[config.mk]
export PLATFORM = sky130hd
export DESIGN_NAME = rtcc_top
export DESIGN_NICKNAME = d
export VERILOG_FILES = /design/src/verilog/rtcc_pkg.sv /design/src/verilog/rtcc_tick_gen.sv /design/src/verilog/rtcc_top.sv
export SDC_FILE = /design/constraint.sdc
export NUM_CORES = 1
export LEC_CHECK = 0
export BUFFER_PORTS_ARGS = -buffer_cell sky130_fd_sc_hd__buf_4
export CELL_PAD_IN_SITES_DETAIL_PLACEMENT = 0
export CELL_PAD_IN_SITES_GLOBAL_PLACEMENT = 1
export CORE_ASPECT_RATIO = 0.8
export CORE_UTILIZATION = 51
export CTS_CLUSTER_DIAMETER = 60
export CTS_CLUSTER_SIZE = 28
export DETAILED_ROUTE_END_ITERATION = 6
export PLACE_DENSITY = 0.95
export SYNTH_ARGS = -nofsm -noshare
export SYNTH_HDL_FRONTEND = slang
export SYNTH_SLANG_ARGS = --single-unit
[constraint.sdc]
create_clock -name pclk -period 6.35 [get_ports pclk]
set_input_delay 0.3175 -clock pclk [delete_from_list [all_inputs] [get_ports pclk]]
set_output_delay 0.3175 -clock pclk [all_outputs]
set_load 0.01 [all_outputs]
[src/verilog/rtcc_pkg.sv]
// Constants, types and shared decoding for the calendar, alarm and stopwatch
package rtcc_pkg;

  // Timing: pclk period and the two tick periods
  localparam int unsigned CLK_PERIOD_NS = 10;
  localparam int unsigned SEC_TIME_NS = 1000000000;
  localparam int unsigned HUNDREDTH_TIME_NS = 10000000;
  localparam int unsigned SEC_CYCLES = SEC_TIME_NS / CLK_PERIOD_NS;
  localparam int unsigned HUNDREDTH_CYCLES = HUNDREDTH_TIME_NS / CLK_PERIOD_NS;

  // Register byte offsets
  localparam logic [7:0] OFS_SECONDS = 8'h00;
  localparam logic [7:0] OFS_MINUTES = 8'h04;
  localparam logic [7:0] OFS_HOURS = 8'h08;
  localparam logic [7:0] OFS_DAY = 8'h0C;
  localparam logic [7:0] OFS_MONTH = 8'h10;
  localparam logic [7:0] OFS_YEAR = 8'h14;
  localparam logic [7:0] OFS_WEEKDAY = 8'h18;
  localparam logic [7:0] OFS_ALARM_MINUTE = 8'h1C;
  localparam logic [7:0] OFS_ALARM_HOUR = 8'h20;
  localparam logic [7:0] OFS_STOPWATCH = 8'h24;
  localparam logic [7:0] OFS_CONTROL = 8'h28;
  localparam logic [7:0] OFS_STATUS = 8'h2C;
  localparam logic [7:0] OFS_COMPENSATION = 8'h30;

  // Control register fields
  localparam int unsigned CTRL_MODULE_EN_BIT = 0;
  localparam int unsigned CTRL_SW_EN_BIT = 1;
  localparam int unsigned CTRL_SW_CLEAR_BIT = 2;
  localparam int unsigned CTRL_ALARM_IE_BIT = 3;
  // Status and compensation fields
  localparam int unsigned STAT_ALARM_FLAG_BIT = 0;
  localparam int unsigned COMP_UNLOCKED_BIT = 2;

  // Unlock sequence written to write_unlock_field
  localparam logic [1:0] UNLOCK_FIRST = 2'h2;
  localparam logic [1:0] UNLOCK_SECOND = 2'h1;

  // Counter limits
  localparam logic [7:0] SEC_MAX = 8'h3B;
  localparam logic [7:0] MIN_MAX = 8'h3B;
  localparam logic [7:0] HOUR_MAX = 8'h17;
  localparam logic [7:0] DAY_FIRST = 8'h01;
  localparam logic [7:0] MONTH_FIRST = 8'h01;
  localparam logic [7:0] MONTH_MAX = 8'h0C;
  localparam logic [7:0] YEAR_MIN = 8'h9D;
  localparam logic [7:0] YEAR_MAX = 8'h63;
  localparam logic [7:0] WEEKDAY_MAX = 8'h06;
  localparam logic [7:0] SW_MAX = 8'h63;

  // Reset values
  localparam logic [7:0] RST_ZERO = 8'h00;
  localparam logic [7:0] RST_DAY = 8'h01;
  localparam logic [7:0] RST_MONTH = 8'h01;
  localparam logic [31:0] RST_RDATA = 32'h0000_0000;

  typedef enum logic [1:0] {LOCK_SHUT, LOCK_HALF, LOCK_OPEN} rtcc_lock_type;

  // Length of the month, for the day wrap point and write checks
  function automatic logic [7:0] rtcc_month_days(input logic [7:0] month,
                                                 input logic [7:0] year);
    case (month)
      8'h02: rtcc_month_days = (year[1:0] == 2'h0) ? 8'h1D : 8'h1C;
      8'h04, 8'h06, 8'h09, 8'h0B: rtcc_month_days = 8'h1E;
      default: rtcc_month_days = 8'h1F;
    endcase
  endfunction : rtcc_month_days

endpackage : rtcc_pkg

[src/verilog/rtcc_tick_gen.sv]
// Free divider giving a one-cycle tick every DIV enabled cycles
module rtcc_tick_gen
  import rtcc_pkg::*;
#(
  parameter int unsigned DIV = HUNDREDTH_CYCLES
) (
  input wire logic pclk,
  input wire logic presetn,
  input wire logic run,
  input wire logic clear,
  output logic tick
);

  typedef struct packed {
    logic [31:0] count;
  } rtcc_tick_state_type;

  localparam logic [31:0] LAST = 32'(DIV - 1);

  rtcc_tick_state_type st_reg;
  rtcc_tick_state_type st_next;

  // Stopped divider holds its phase, so a resume is not a fresh period
  assign tick = run && (st_reg.count == LAST);

  // Divider step
  always_comb begin
    st_next = st_reg;
    if (clear) begin
      st_next.count = 32'h0000_0000;
    end else if (run) begin
      st_next.count = (st_reg.count == LAST) ? 32'h0000_0000
                                             : st_reg.count + 32'h0000_0001;
    end
  end

  // State register
  always_ff @(posedge pclk or negedge presetn) begin
    if (!presetn) begin
      st_reg <= '0;
    end else begin
      st_reg <= st_next;
    end
  end

endmodule : rtcc_tick_gen

[src/verilog/rtcc_top.sv]
// Calendar counters, hour/minute alarm and stopwatch behind an APB slave
//
// What this block does
// - Alarm flag sets when hour and minute counters equal the alarm registers.
// - Interrupt output is high while alarm flag and alarm enable are set.
// - Alarm minute stores any value; values above 59 never match.
// - Alarm hour stores any value; values above 23 never match.
// - Reads leave counters alone; valid writes load and counting continues.
// - Seconds wrap 59 to 0; writes above 59 ignored.
// - Minutes wrap 59 to 0; writes above 59 ignored.
// - Hours wrap 23 to 0; writes above 23 ignored.
// - Day wraps to 1 after month end; invalid day writes ignored.
// - Month wraps 12 to 1; writes outside 1 to 12 ignored.
// - Year is signed offset from 2000, valid -99 to +99.
// - Weekday wraps 6 to 0; writes above 6 ignored.
// - Time writes are blocked until the unlock sequence has been written.
// - Stopwatch is read-only; reset and clear bit zero it.
// - Stopwatch counts hundredths and wraps after 0x63.
// - Stopwatch ticks come from their own divider, not the second tick.
// - Status read with flag set, then alarm hour read, clears flag.
// - Clear bit zeroes stopwatch, self-clears, reads as zero.
// - Stopwatch enable low holds the stopwatch count.
// - Module enable low stops all counting, registers keep contents.
module rtcc_top
  import rtcc_pkg::*;
#(
  parameter int unsigned SEC_CYCLES_P = SEC_CYCLES,
  parameter int unsigned HUND_CYCLES_P = HUNDREDTH_CYCLES
) (
  input wire logic pclk,
  input wire logic presetn,
  input wire logic psel,
  input wire logic penable,
  input wire logic pwrite,
  input wire logic [7:0] paddr,
  input wire logic [31:0] pwdata,
  output logic [31:0] prdata,
  output logic pready,
  output logic pslverr,
  output logic alarm_irq
);

  typedef struct packed {
    logic [7:0] sec;
    logic [7:0] min;
    logic [7:0] hour;
    logic [7:0] day;
    logic [7:0] month;
    logic [7:0] year;
    logic [7:0] weekday;
    logic [7:0] alarm_minute;
    logic [7:0] alarm_hour;
    logic [7:0] stopwatch;
    logic module_en;
    logic sw_en;
    logic alarm_ie;
    logic alarm_flag;
    logic match_prev;
    logic status_seen;
    logic [1:0] unlock_field;
    rtcc_lock_type lock_st;
    logic [31:0] rdata;
  } rtcc_state_type;

  rtcc_state_type st_reg;
  rtcc_state_type st_next;

  logic wr_acc;
  logic rd_acc;
  logic setup;
  logic match;
  logic match_rise;
  logic sec_tick;
  logic hund_tick;
  logic sw_clr;
  logic sec_wr;
  logic unlocked;

  // Map of decoded addresses, used by the error answer; the read mux decodes on its own
  function automatic logic is_mapped(input logic [7:0] addr);
    case (addr)
      OFS_SECONDS, OFS_MINUTES, OFS_HOURS, OFS_DAY, OFS_MONTH, OFS_YEAR,
      OFS_WEEKDAY, OFS_ALARM_MINUTE, OFS_ALARM_HOUR, OFS_STOPWATCH,
      OFS_CONTROL, OFS_STATUS, OFS_COMPENSATION: is_mapped = 1'b1;
      default: is_mapped = 1'b0;
    endcase
  endfunction : is_mapped

  // APB phases; zero wait states, so every access phase completes
  assign setup = psel && !penable;
  assign wr_acc = psel && penable && pwrite;
  assign rd_acc = psel && penable && !pwrite;
  assign pready = 1'b1;
  assign pslverr = psel && penable && !is_mapped(paddr);
  assign prdata = st_reg.rdata;
  assign unlocked = (st_reg.lock_st == LOCK_OPEN);
  assign sec_wr = wr_acc && (paddr == OFS_SECONDS) && unlocked &&
                  (pwdata[7:0] <= SEC_MAX);
  assign sw_clr = wr_acc && (paddr == OFS_CONTROL) &&
                  pwdata[CTRL_SW_CLEAR_BIT];

  // Out-of-range alarm values can never equal a live counter anyway
  assign match = (st_reg.alarm_minute <= MIN_MAX) &&
                 (st_reg.alarm_hour <= HOUR_MAX) &&
                 (st_reg.hour == st_reg.alarm_hour) &&
                 (st_reg.min == st_reg.alarm_minute);
  assign match_rise = match && !st_reg.match_prev;
  assign alarm_irq = st_reg.alarm_flag && st_reg.alarm_ie;

  // Fixed one-second source with no trim; an accepted seconds write restarts its phase
  rtcc_tick_gen #(
    .DIV(SEC_CYCLES_P)
  ) u_sec_div (
    .pclk(pclk),
    .presetn(presetn),
    .run(st_reg.module_en),
    .clear(sec_wr),
    .tick(sec_tick)
  );

  // Separate hundredths source, so stopwatch ticks keep their own phase apart from seconds
  rtcc_tick_gen #(
    .DIV(HUND_CYCLES_P)
  ) u_hund_div (
    .pclk(pclk),
    .presetn(presetn),
    .run(st_reg.module_en && st_reg.sw_en),
    .clear(sw_clr),
    .tick(hund_tick)
  );

  // Next state: counting, register writes, read side effects
  always_comb begin
    logic carry;
    logic [7:0] wbyte;
    logic [31:0] rmux;
    carry = 1'b0;
    wbyte = pwdata[7:0];
    rmux = RST_RDATA;
    st_next = st_reg;
    st_next.match_prev = match;

    // Calendar cascade, only when a second tick arrives
    if (sec_tick) begin
      if (st_reg.sec == SEC_MAX) begin
        st_next.sec = RST_ZERO;
        carry = 1'b1;
      end else begin
        st_next.sec = st_reg.sec + 8'h01;
      end
      if (carry) begin
        carry = (st_reg.min == MIN_MAX);
        st_next.min = carry ? RST_ZERO : st_reg.min + 8'h01;
      end
      if (carry) begin
        carry = (st_reg.hour == HOUR_MAX);
        st_next.hour = carry ? RST_ZERO : st_reg.hour + 8'h01;
      end
      if (carry) begin
        st_next.weekday = (st_reg.weekday == WEEKDAY_MAX) ? RST_ZERO
                          : st_reg.weekday + 8'h01;
        carry = (st_reg.day ==
                 rtcc_month_days(st_reg.month, st_reg.year));
        st_next.day = carry ? DAY_FIRST : st_reg.day + 8'h01;
      end
      if (carry) begin
        carry = (st_reg.month == MONTH_MAX);
        st_next.month = carry ? MONTH_FIRST : st_reg.month + 8'h01;
      end
      if (carry) begin
        // Wrap past +99 to -99 keeps the year in its valid range
        st_next.year = (st_reg.year == YEAR_MAX) ? YEAR_MIN
                       : st_reg.year + 8'h01;
      end
    end

    // Stopwatch, cleared or stepped on its own tick
    if (sw_clr) begin
      st_next.stopwatch = RST_ZERO;
    end else if (hund_tick) begin
      st_next.stopwatch = (st_reg.stopwatch == SW_MAX) ? RST_ZERO
                          : st_reg.stopwatch + 8'h01;
    end

    // Register writes win over a tick in the same cycle
    if (wr_acc) begin
      case (paddr)
        OFS_SECONDS: begin
          if (sec_wr) begin
            st_next.sec = wbyte;
          end
        end
        OFS_MINUTES: begin
          if (unlocked && wbyte <= MIN_MAX) begin
            st_next.min = wbyte;
          end
        end
        OFS_HOURS: begin
          if (unlocked && wbyte <= HOUR_MAX) begin
            st_next.hour = wbyte;
          end
        end
        OFS_DAY: begin
          if (unlocked && wbyte >= DAY_FIRST &&
              wbyte <= rtcc_month_days(st_reg.month, st_reg.year)) begin
            st_next.day = wbyte;
          end
        end
        OFS_MONTH: begin
          if (unlocked && wbyte >= MONTH_FIRST && wbyte <= MONTH_MAX) begin
            st_next.month = wbyte;
          end
        end
        OFS_YEAR: begin
          if (unlocked && $signed(wbyte) >= $signed(YEAR_MIN) &&
              $signed(wbyte) <= $signed(YEAR_MAX)) begin
            st_next.year = wbyte;
          end
        end
        OFS_WEEKDAY: begin
          if (unlocked && wbyte <= WEEKDAY_MAX) begin
            st_next.weekday = wbyte;
          end
        end
        OFS_ALARM_MINUTE: st_next.alarm_minute = wbyte;
        OFS_ALARM_HOUR: st_next.alarm_hour = wbyte;
        OFS_CONTROL: begin
          st_next.module_en = pwdata[CTRL_MODULE_EN_BIT];
          st_next.sw_en = pwdata[CTRL_SW_EN_BIT];
          st_next.alarm_ie = pwdata[CTRL_ALARM_IE_BIT];
        end
        OFS_COMPENSATION: begin
          st_next.unlock_field = pwdata[1:0];
          // Two-step unlock; any other value shuts the gate again
          case (st_reg.lock_st)
            LOCK_SHUT: st_next.lock_st = (pwdata[1:0] == UNLOCK_FIRST)
                                         ? LOCK_HALF : LOCK_SHUT;
            LOCK_HALF: st_next.lock_st = (pwdata[1:0] == UNLOCK_SECOND)
                                         ? LOCK_OPEN : LOCK_SHUT;
            LOCK_OPEN: st_next.lock_st = (pwdata[1:0] == UNLOCK_SECOND)
                                         ? LOCK_OPEN : LOCK_SHUT;
            default: st_next.lock_st = LOCK_SHUT;
          endcase
        end
        default: ; // Stopwatch and status are read-only
      endcase
    end

    // Alarm flag clear handshake: status read arms, alarm hour read clears
    if (rd_acc && paddr == OFS_STATUS && st_reg.alarm_flag) begin
      st_next.status_seen = 1'b1;
    end
    if (rd_acc && paddr == OFS_ALARM_HOUR && st_reg.status_seen) begin
      st_next.alarm_flag = 1'b0;
      st_next.status_seen = 1'b0;
    end
    // A new match wins over a clear in the same cycle
    if (match_rise) begin
      st_next.alarm_flag = 1'b1;
    end

    // Read data is latched in the setup phase, valid in the access phase
    case (paddr)
      OFS_SECONDS: rmux[7:0] = st_reg.sec;
      OFS_MINUTES: rmux[7:0] = st_reg.min;
      OFS_HOURS: rmux[7:0] = st_reg.hour;
      OFS_DAY: rmux[7:0] = st_reg.day;
      OFS_MONTH: rmux[7:0] = st_reg.month;
      OFS_YEAR: rmux[7:0] = st_reg.year;
      OFS_WEEKDAY: rmux[7:0] = st_reg.weekday;
      OFS_ALARM_MINUTE: rmux[7:0] = st_reg.alarm_minute;
      OFS_ALARM_HOUR: rmux[7:0] = st_reg.alarm_hour;
      OFS_STOPWATCH: rmux[7:0] = st_reg.stopwatch;
      OFS_CONTROL: begin
        rmux[CTRL_MODULE_EN_BIT] = st_reg.module_en;
        rmux[CTRL_SW_EN_BIT] = st_reg.sw_en;
        rmux[CTRL_ALARM_IE_BIT] = st_reg.alarm_ie; // Clear bit reads 0
      end
      OFS_STATUS: rmux[STAT_ALARM_FLAG_BIT] = st_reg.alarm_flag;
      OFS_COMPENSATION: begin
        rmux[1:0] = st_reg.unlock_field;
        rmux[COMP_UNLOCKED_BIT] = unlocked;
      end
      default: rmux = RST_RDATA;
    endcase
    if (setup && !pwrite) begin
      st_next.rdata = rmux;
    end
  end

  // State register; match_prev starts high so reset alarm 00:00 stays quiet
  always_ff @(posedge pclk or negedge presetn) begin
    if (!presetn) begin
      st_reg <= '{sec: RST_ZERO, min: RST_ZERO, hour: RST_ZERO,
                  day: RST_DAY, month: RST_MONTH, year: RST_ZERO,
                  weekday: RST_ZERO, alarm_minute: RST_ZERO,
                  alarm_hour: RST_ZERO, stopwatch: RST_ZERO,
                  module_en: 1'b0, sw_en: 1'b0, alarm_ie: 1'b0,
                  alarm_flag: 1'b0, match_prev: 1'b1, status_seen: 1'b0,
                  unlock_field: 2'h0, lock_st: LOCK_SHUT, rdata: RST_RDATA};
    end else begin
      st_reg <= st_next;
    end
  end
endmodule : rtcc_top

Word level (Yosys, flattened, before mapping)
Memory sizes are Yosys's and may differ from the RTL's.
Index checks and enable logic that the tools add are counted.
{"block": "totals", "inputBits": 45, "n_memories": 1, "romBits": 64, "wordCells": 194, "output_inout_bits": 35, "ff_bits": 162}
{"block": "classes", "eq_ne": 33, "order_cmp": 10, "add_sub_neg": 10, "n_reduce_logical": 50, "mux": 69}
{"memory": "(no name shown)", "depth": 64, "width": 1, "read_ports": 1, "rd_ports_with_merged_regs": 0, "wr": 0, "line_no": "rtcc_top.sv:81", "source": "case (addr)"}
{"op": "$mux 8", "count": 36}
{"op": "$mux 32", "count": 6}
{"op": "$mux 72", "count": 1}
{"op": "$add 32x1->32 const B", "count": 2}
{"op": "$add 8x1->8 const B", "count": 8}
{"op": "$eq 8x6->1 const B", "count": 7}
{"op": "$mux 56", "count": 1}
{"op": "$eq 8x4->1 const B", "count": 5}
{"op": "$eq 8x5->1 const B", "count": 5}
{"op": "$pmux 4 s10", "count": 1}
{"op": "$eq 32x20->1 const B", "count": 1}
{"op": "$eq 32x27->1 const B", "count": 1}
{"op": "$eq 8x3->1 const B", "count": 4}
{"op": "$logic_and 1x1->1", "count": 31}
{"op": "$eq 8x8->1", "count": 3}
{"op": "$pmux 1 s11", "count": 2}
{"op": "$mux 1", "count": 17}
{"op": "$eq 8x7->1 const B", "count": 2}
{"op": "$le 8x5->1 const B", "count": 2}
{"op": "$le 8x6->1 const B", "count": 2}
{"op": "$pmux 1 s13", "count": 1}
{"op": "$pmux 1 s12", "count": 1}
{"op": "$reduce_bool 2->1", "count": 5}
{"op": "$eq 8x2->1 const B", "count": 1}
{"op": "16 further kinds", "count": 27}

Longest topological paths before layout
{"block": "logic_depth", "depth_word": 19, "mapped_depth": 13}

Modules after synthesis
From an unflattened synthesis, not the netlist that was laid out.
{"block": "unflattened", "hier_cells": 1178, "area_unflattened_um2": 10332.4}
{"module": "rtcc_top", "area_each_um2": 6841.6, "n_inst": 1, "seq_area_each_um2": 2456.1, "cells_each": 800}
{"module": "rtcc_tick_gen (u_sec_div)", "area_each_um2": 1799.2, "n_inst": 1, "seq_area_each_um2": 800.8, "cells_each": 199}
{"module": "rtcc_tick_gen (u_hund_div)", "area_each_um2": 1691.6, "n_inst": 1, "seq_area_each_um2": 800.8, "cells_each": 179}

Worst setup path after synthesis
OpenSTA, ideal clock, no wires.
{"block": "synth_path", "kind": "register -> register", "start": "register st_reg[82] (netlist bit)", "end": "register st_reg[90] (netlist bit)", "path_buffers": 1, "synth_period_minus_slack_ns": 2.437, "arrival_ns": 2.358, "stages_incl_launch_ff": 13, "setup_slack_ns": 3.913, "t_required_ns": 6.272, "cell_sequence": "dfstp_2 -> ha_1 -> nor2_1 -> or3_1 -> o21ai_0 -> nand2_1 -> ha_1 -> nand2_1 -> o211ai_1 -> nand4_1 -> clkbuf_1 -> nor2_1 -> a31o_2"}
{"item": "from (decl)", "line_no": "rtcc_top.sv:65", "source": "rtcc_state_type st_reg;"}
{"item": "from (signal assigned)", "line_no": "rtcc_top.sv:294", "source": "st_reg <= '{sec: RST_ZERO, min: RST_ZERO, hour: RST_ZERO,"}
{"item": "from (signal assigned)", "line_no": "rtcc_top.sv:302", "source": "st_reg <= st_next;"}

Worst setup path after layout
{"block": "layout_path", "start": "register u_sec_div.st_reg[0] (netlist bit)", "end": "register u_sec_div.st_reg[12] (netlist bit)"}
{"block": "layout_between", "elab_chain_len": 4, "elab_cells_between_ends": 5, "cone_classes": "add/sub (1); eq/ne (1); mux (3)"}
{"item": "from (decl)", "line_no": "rtcc_tick_gen.sv:20", "source": "rtcc_tick_state_type st_reg;"}
{"item": "from (signal assigned)", "line_no": "rtcc_tick_gen.sv:42", "source": "st_reg <= st_next;"}
{"item": "$add 32x1->32 / $eq 32x27->1 (equally long branches)", "line_no": "rtcc_tick_gen.sv:33, rtcc_tick_gen.sv:32"}
{"item": "$mux 32 *", "line_no": "rtcc_tick_gen.sv:32", "source": "st_next.count = (st_reg.count == LAST) ? 32'h0000_0000"}
{"item": "$mux 32 *", "line_no": "rtcc_tick_gen.sv:31", "source": "end else if (run) begin"}
{"item": "$mux 32 *", "line_no": "rtcc_tick_gen.sv:29", "source": "if (clear) begin"}
Every way passes the cells marked *; elsewhere a longest branch is shown, timed or not. The select of a mux whose other input is x is not followed.
A chain may end at the register's enable or synchronous reset.

==> results by group <==
Run status
  – Status: complete, no violations

Global route
  – Vias in the first global route: 8579
  – Largest net degree at the start of global routing: 106
  – Global Route Usage Sum: 0.286
  – Overflow after GRT: 0
  – First-pass GRT wire length: 47.9 mm
  – Initial antenna violation count: 0

Clock network
  – Cells resized by post-CTS repair: 0
  – Max Buffers Root-to-Sink: 2
  – Root buffer cell: clkbuf_16
  – Cts hold-fix bufs: 0
  – Worst-path clk slew: 0.07 ns
  – Worst skew pair latency: 0.44 ns
  – Post-CTS Setup Bufs: 0
  – Clock Sinks: 162
  – CTS Buf Count: 17
  – CTS tree: done
  – H-tree depth: 4

Power
  – Peak VDD IR: 0.000186 V
  – Total power: 2.20 mW
  – Pwr/cell area: 191 nW/um2
  – Leakage: 4.64 nW

Drt
  – Post-Route WL: 30.0 mm
  – Via count: 9345
  – 1st-pass router iterations: 5
  – Drt drc: 0
  – Antenna viol nets, final: 0
  – 1st-iter DRT viols: 1185
  – DR WL/cell: 20.5 um
  – Vias per cell: 6.37

Floorplan
  – Io pins: 80
  – Die W: 164 um
  – Chip Height: 132 um
  – Die area: 21600 um2
  – Initial core utilization: 0.519
  – Rows: 47
  – Core area: 20600 um2

Yosys
  – Seq cells post-synth: 162
  – Synth unique cells: 91
  – Mapped cell area: 10700 um2
  – Mean Syn Cell Area: 8.94 um2
  – Sequential area share after synthesis: 0.379
  – Post-synth EDFFs: 0
  – Top_reg_cell synth: dfrtp_1
  – Syn Inst Count: 1199
  – YS warnings: 0
  – Async set or reset register ratio after synthesis: 1.00

Setup path
  – WP data arrival: 3.86 ns
  – Critical Path Sink Type: register
  – Worst endpoint required time: 6.68 ns
  – Setup crit start kind: register
  – Crit-path max cell delay: 0.79 ns
  – CP Class: register to register
  – CP Max Fanout: 22
  – Critical path cell sequence: ha_1, nand3_1, nor3_2, nand3_2, nand2_1, o22ai_1, a21o_1
  – Cell with the largest stage delay on the worst path: nand2_1

Timing
  – Max Transition Viols Final: 0
  – Final setup margin: 2.82 ns
  – Min cycle time layout: 3.53 ns
  – Final hold violations: 0
  – Clock Skew: 0.0116 ns
  – Setup violators final: 0
  – Fin Setup TNS: 0 ns
  – Worst-margin pin slew: 1.13 ns
  – Max-slew headroom at the worst pin: 0.244
  – Final period util: 0.556
  – Unrepaired setup endpoints after global routing: false
  – Fmax achieved: 283 MHz

Flow run
  – Maxcap violations: 0

Layout
  – Share of cells above drive strength 1: 0.121
  – Number of flip-flops in the largest register: 90
  – Nets: 1249
  – Antenna cells: 0
  – Final core utilization: 0.556
  – P&R area growth vs syn: 7.11%

Placement
  – Pre-CTS setup slack: 2.86 ns
  – Port bufs: 30
  – GPL Wtd Cong: 0.976
  – Detailed Place HPWL: 21.1 mm

Hold path
  – Hold WC Path Type: input port to asynchronous set/reset pin
layer usage:
| metal | track usage | share of wire |
|---|---|---|
| met1 | 0.423 | 0.45 |
| met2 | 0.411 | 0.44 |
| met3 | 0.0609 | 0.079 |
| met4 | 0.0921 | 0.025 |
| met5 | 0 | 0 |
metrics by stage:
step                hold WS, ns  instance area, um2  instances
CTS                      0.0535               11500       1466
floorplan                0.0219               10800       1222
global placement          0.470               10900       1434
global route              0.107               11500       1466
detailed placement        0.481               10900       1434
finish                   0.0191               11500       1466
synth_stat cells, drive strengths merged (32+ instances only):
library cell,count,area [um2]
clkbuf,43,165
buf,51,358
nor3,41,220
nand4,32,236
nor4,45,440
nand2,98,375
nand3,67,350
a21oi,46,234
o21ai,53,269
xnor2,58,508
dfrtp,159,3980
nor2,130,493
inv,35,131
layout make-up:
class                           instances  area (um2)
Clock buffer                           18         429
Clock inverter                         14         138
Fill cell                            1831        9160
Inverter                               37         139
Multi-Input combinational cell        929        6100
Sequential cell                       162        4060
Tap cell                              269         337
Timing Repair Buffer                   37         282
layout by cell type (no fill, tap or decap), types with 5 or more instances in the layout:
| cell type | n |
|---|---|
| inv_1 | 35 |
| nor4_1 | 28 |
| conb_1 | 25 |
| clkbuf_16 | 17 |
| and3_1 | 27 |
| and2_1 | 9 |
| o31ai_1 | 15 |
| a221oi_1 | 9 |
| or4_1 | 14 |
| nand2b_1 | 7 |
| a21oi_1 | 45 |
| inv_8 | 5 |
| nor4b_1 | 6 |
| nor2b_1 | 7 |
| nand4_1 | 29 |
| a22o_1 | 8 |
| o22ai_1 | 14 |
| nor4_2 | 11 |
| and4_1 | 8 |
| nor4_4 | 6 |
| a21o_1 | 5 |
| mux2i_1 | 15 |
| o41ai_1 | 6 |
| dfrtp_1 | 159 |
| or3_1 | 8 |
| xor2_1 | 18 |
| buf_4 | 36 |
| ha_1 | 20 |
| o21ai_0 | 51 |
| nand3_1 | 64 |
| nor2_1 | 128 |
| nand2_1 | 97 |
| o211ai_1 | 5 |
| xnor2_1 | 58 |
| nor3_1 | 38 |
| mux2_2 | 23 |
| a31oi_1 | 22 |
| a22oi_1 | 15 |
critical path, delay by kind of cell (launching register included):
kind | cells | cell delay [ns]
AO/OA/AOI/OAI | 2 | 0.42
adder cells (fa/ha/maj) | 1 | 0.21
flip-flops | 1 | 0.45
AND/OR/NAND/NOR | 4 | 2.33
path summary, 6_finish.rpt:
path / from / end / slack (ns) / cells past startpoint
max in group asynchronous: presetn / st_reg[118] / 4.96 / 2
worst max register to register: u_sec_div.st_reg[0] / u_sec_div.st_reg[12] / 2.82 / 7
worst min register to register: prdata[3] / prdata[3] / 0.48 / 2
worst min-delay path: presetn / st_reg[84] / 0.02 / 1
worst max-delay path: u_sec_div.st_reg[0] / u_sec_div.st_reg[12] / 2.82 / 7
min in group pclk: pwdata[7] / st_reg[81] / 0.22 / 3
cell families after synthesis:
| logic type | share of synthesized area |
|---|---|
| xor gates and xnor gates | 0.0621 |
| other | 0.000701 |
| DFF | 0.379 |
| and+or+nand+nor | 0.284 |
| muxes | 0.0382 |
| adders and majority gates | 0.0233 |
| AOI/OAI and AO/OA | 0.151 |
| buffers and inverters | 0.0617 |
where the power goes:
part / total (mW) / switching [mW] / leakage (nW) / internal, mW
registers: 1.05 / 0.0111 / 2.02 / 1.04
logic: 0.132 / 0.0919 / 2.34 / 0.0399
clock network: 1.01 / 0.489 / 0.278 / 0.522
No activity file was read; power rests on OpenSTA's default activity.
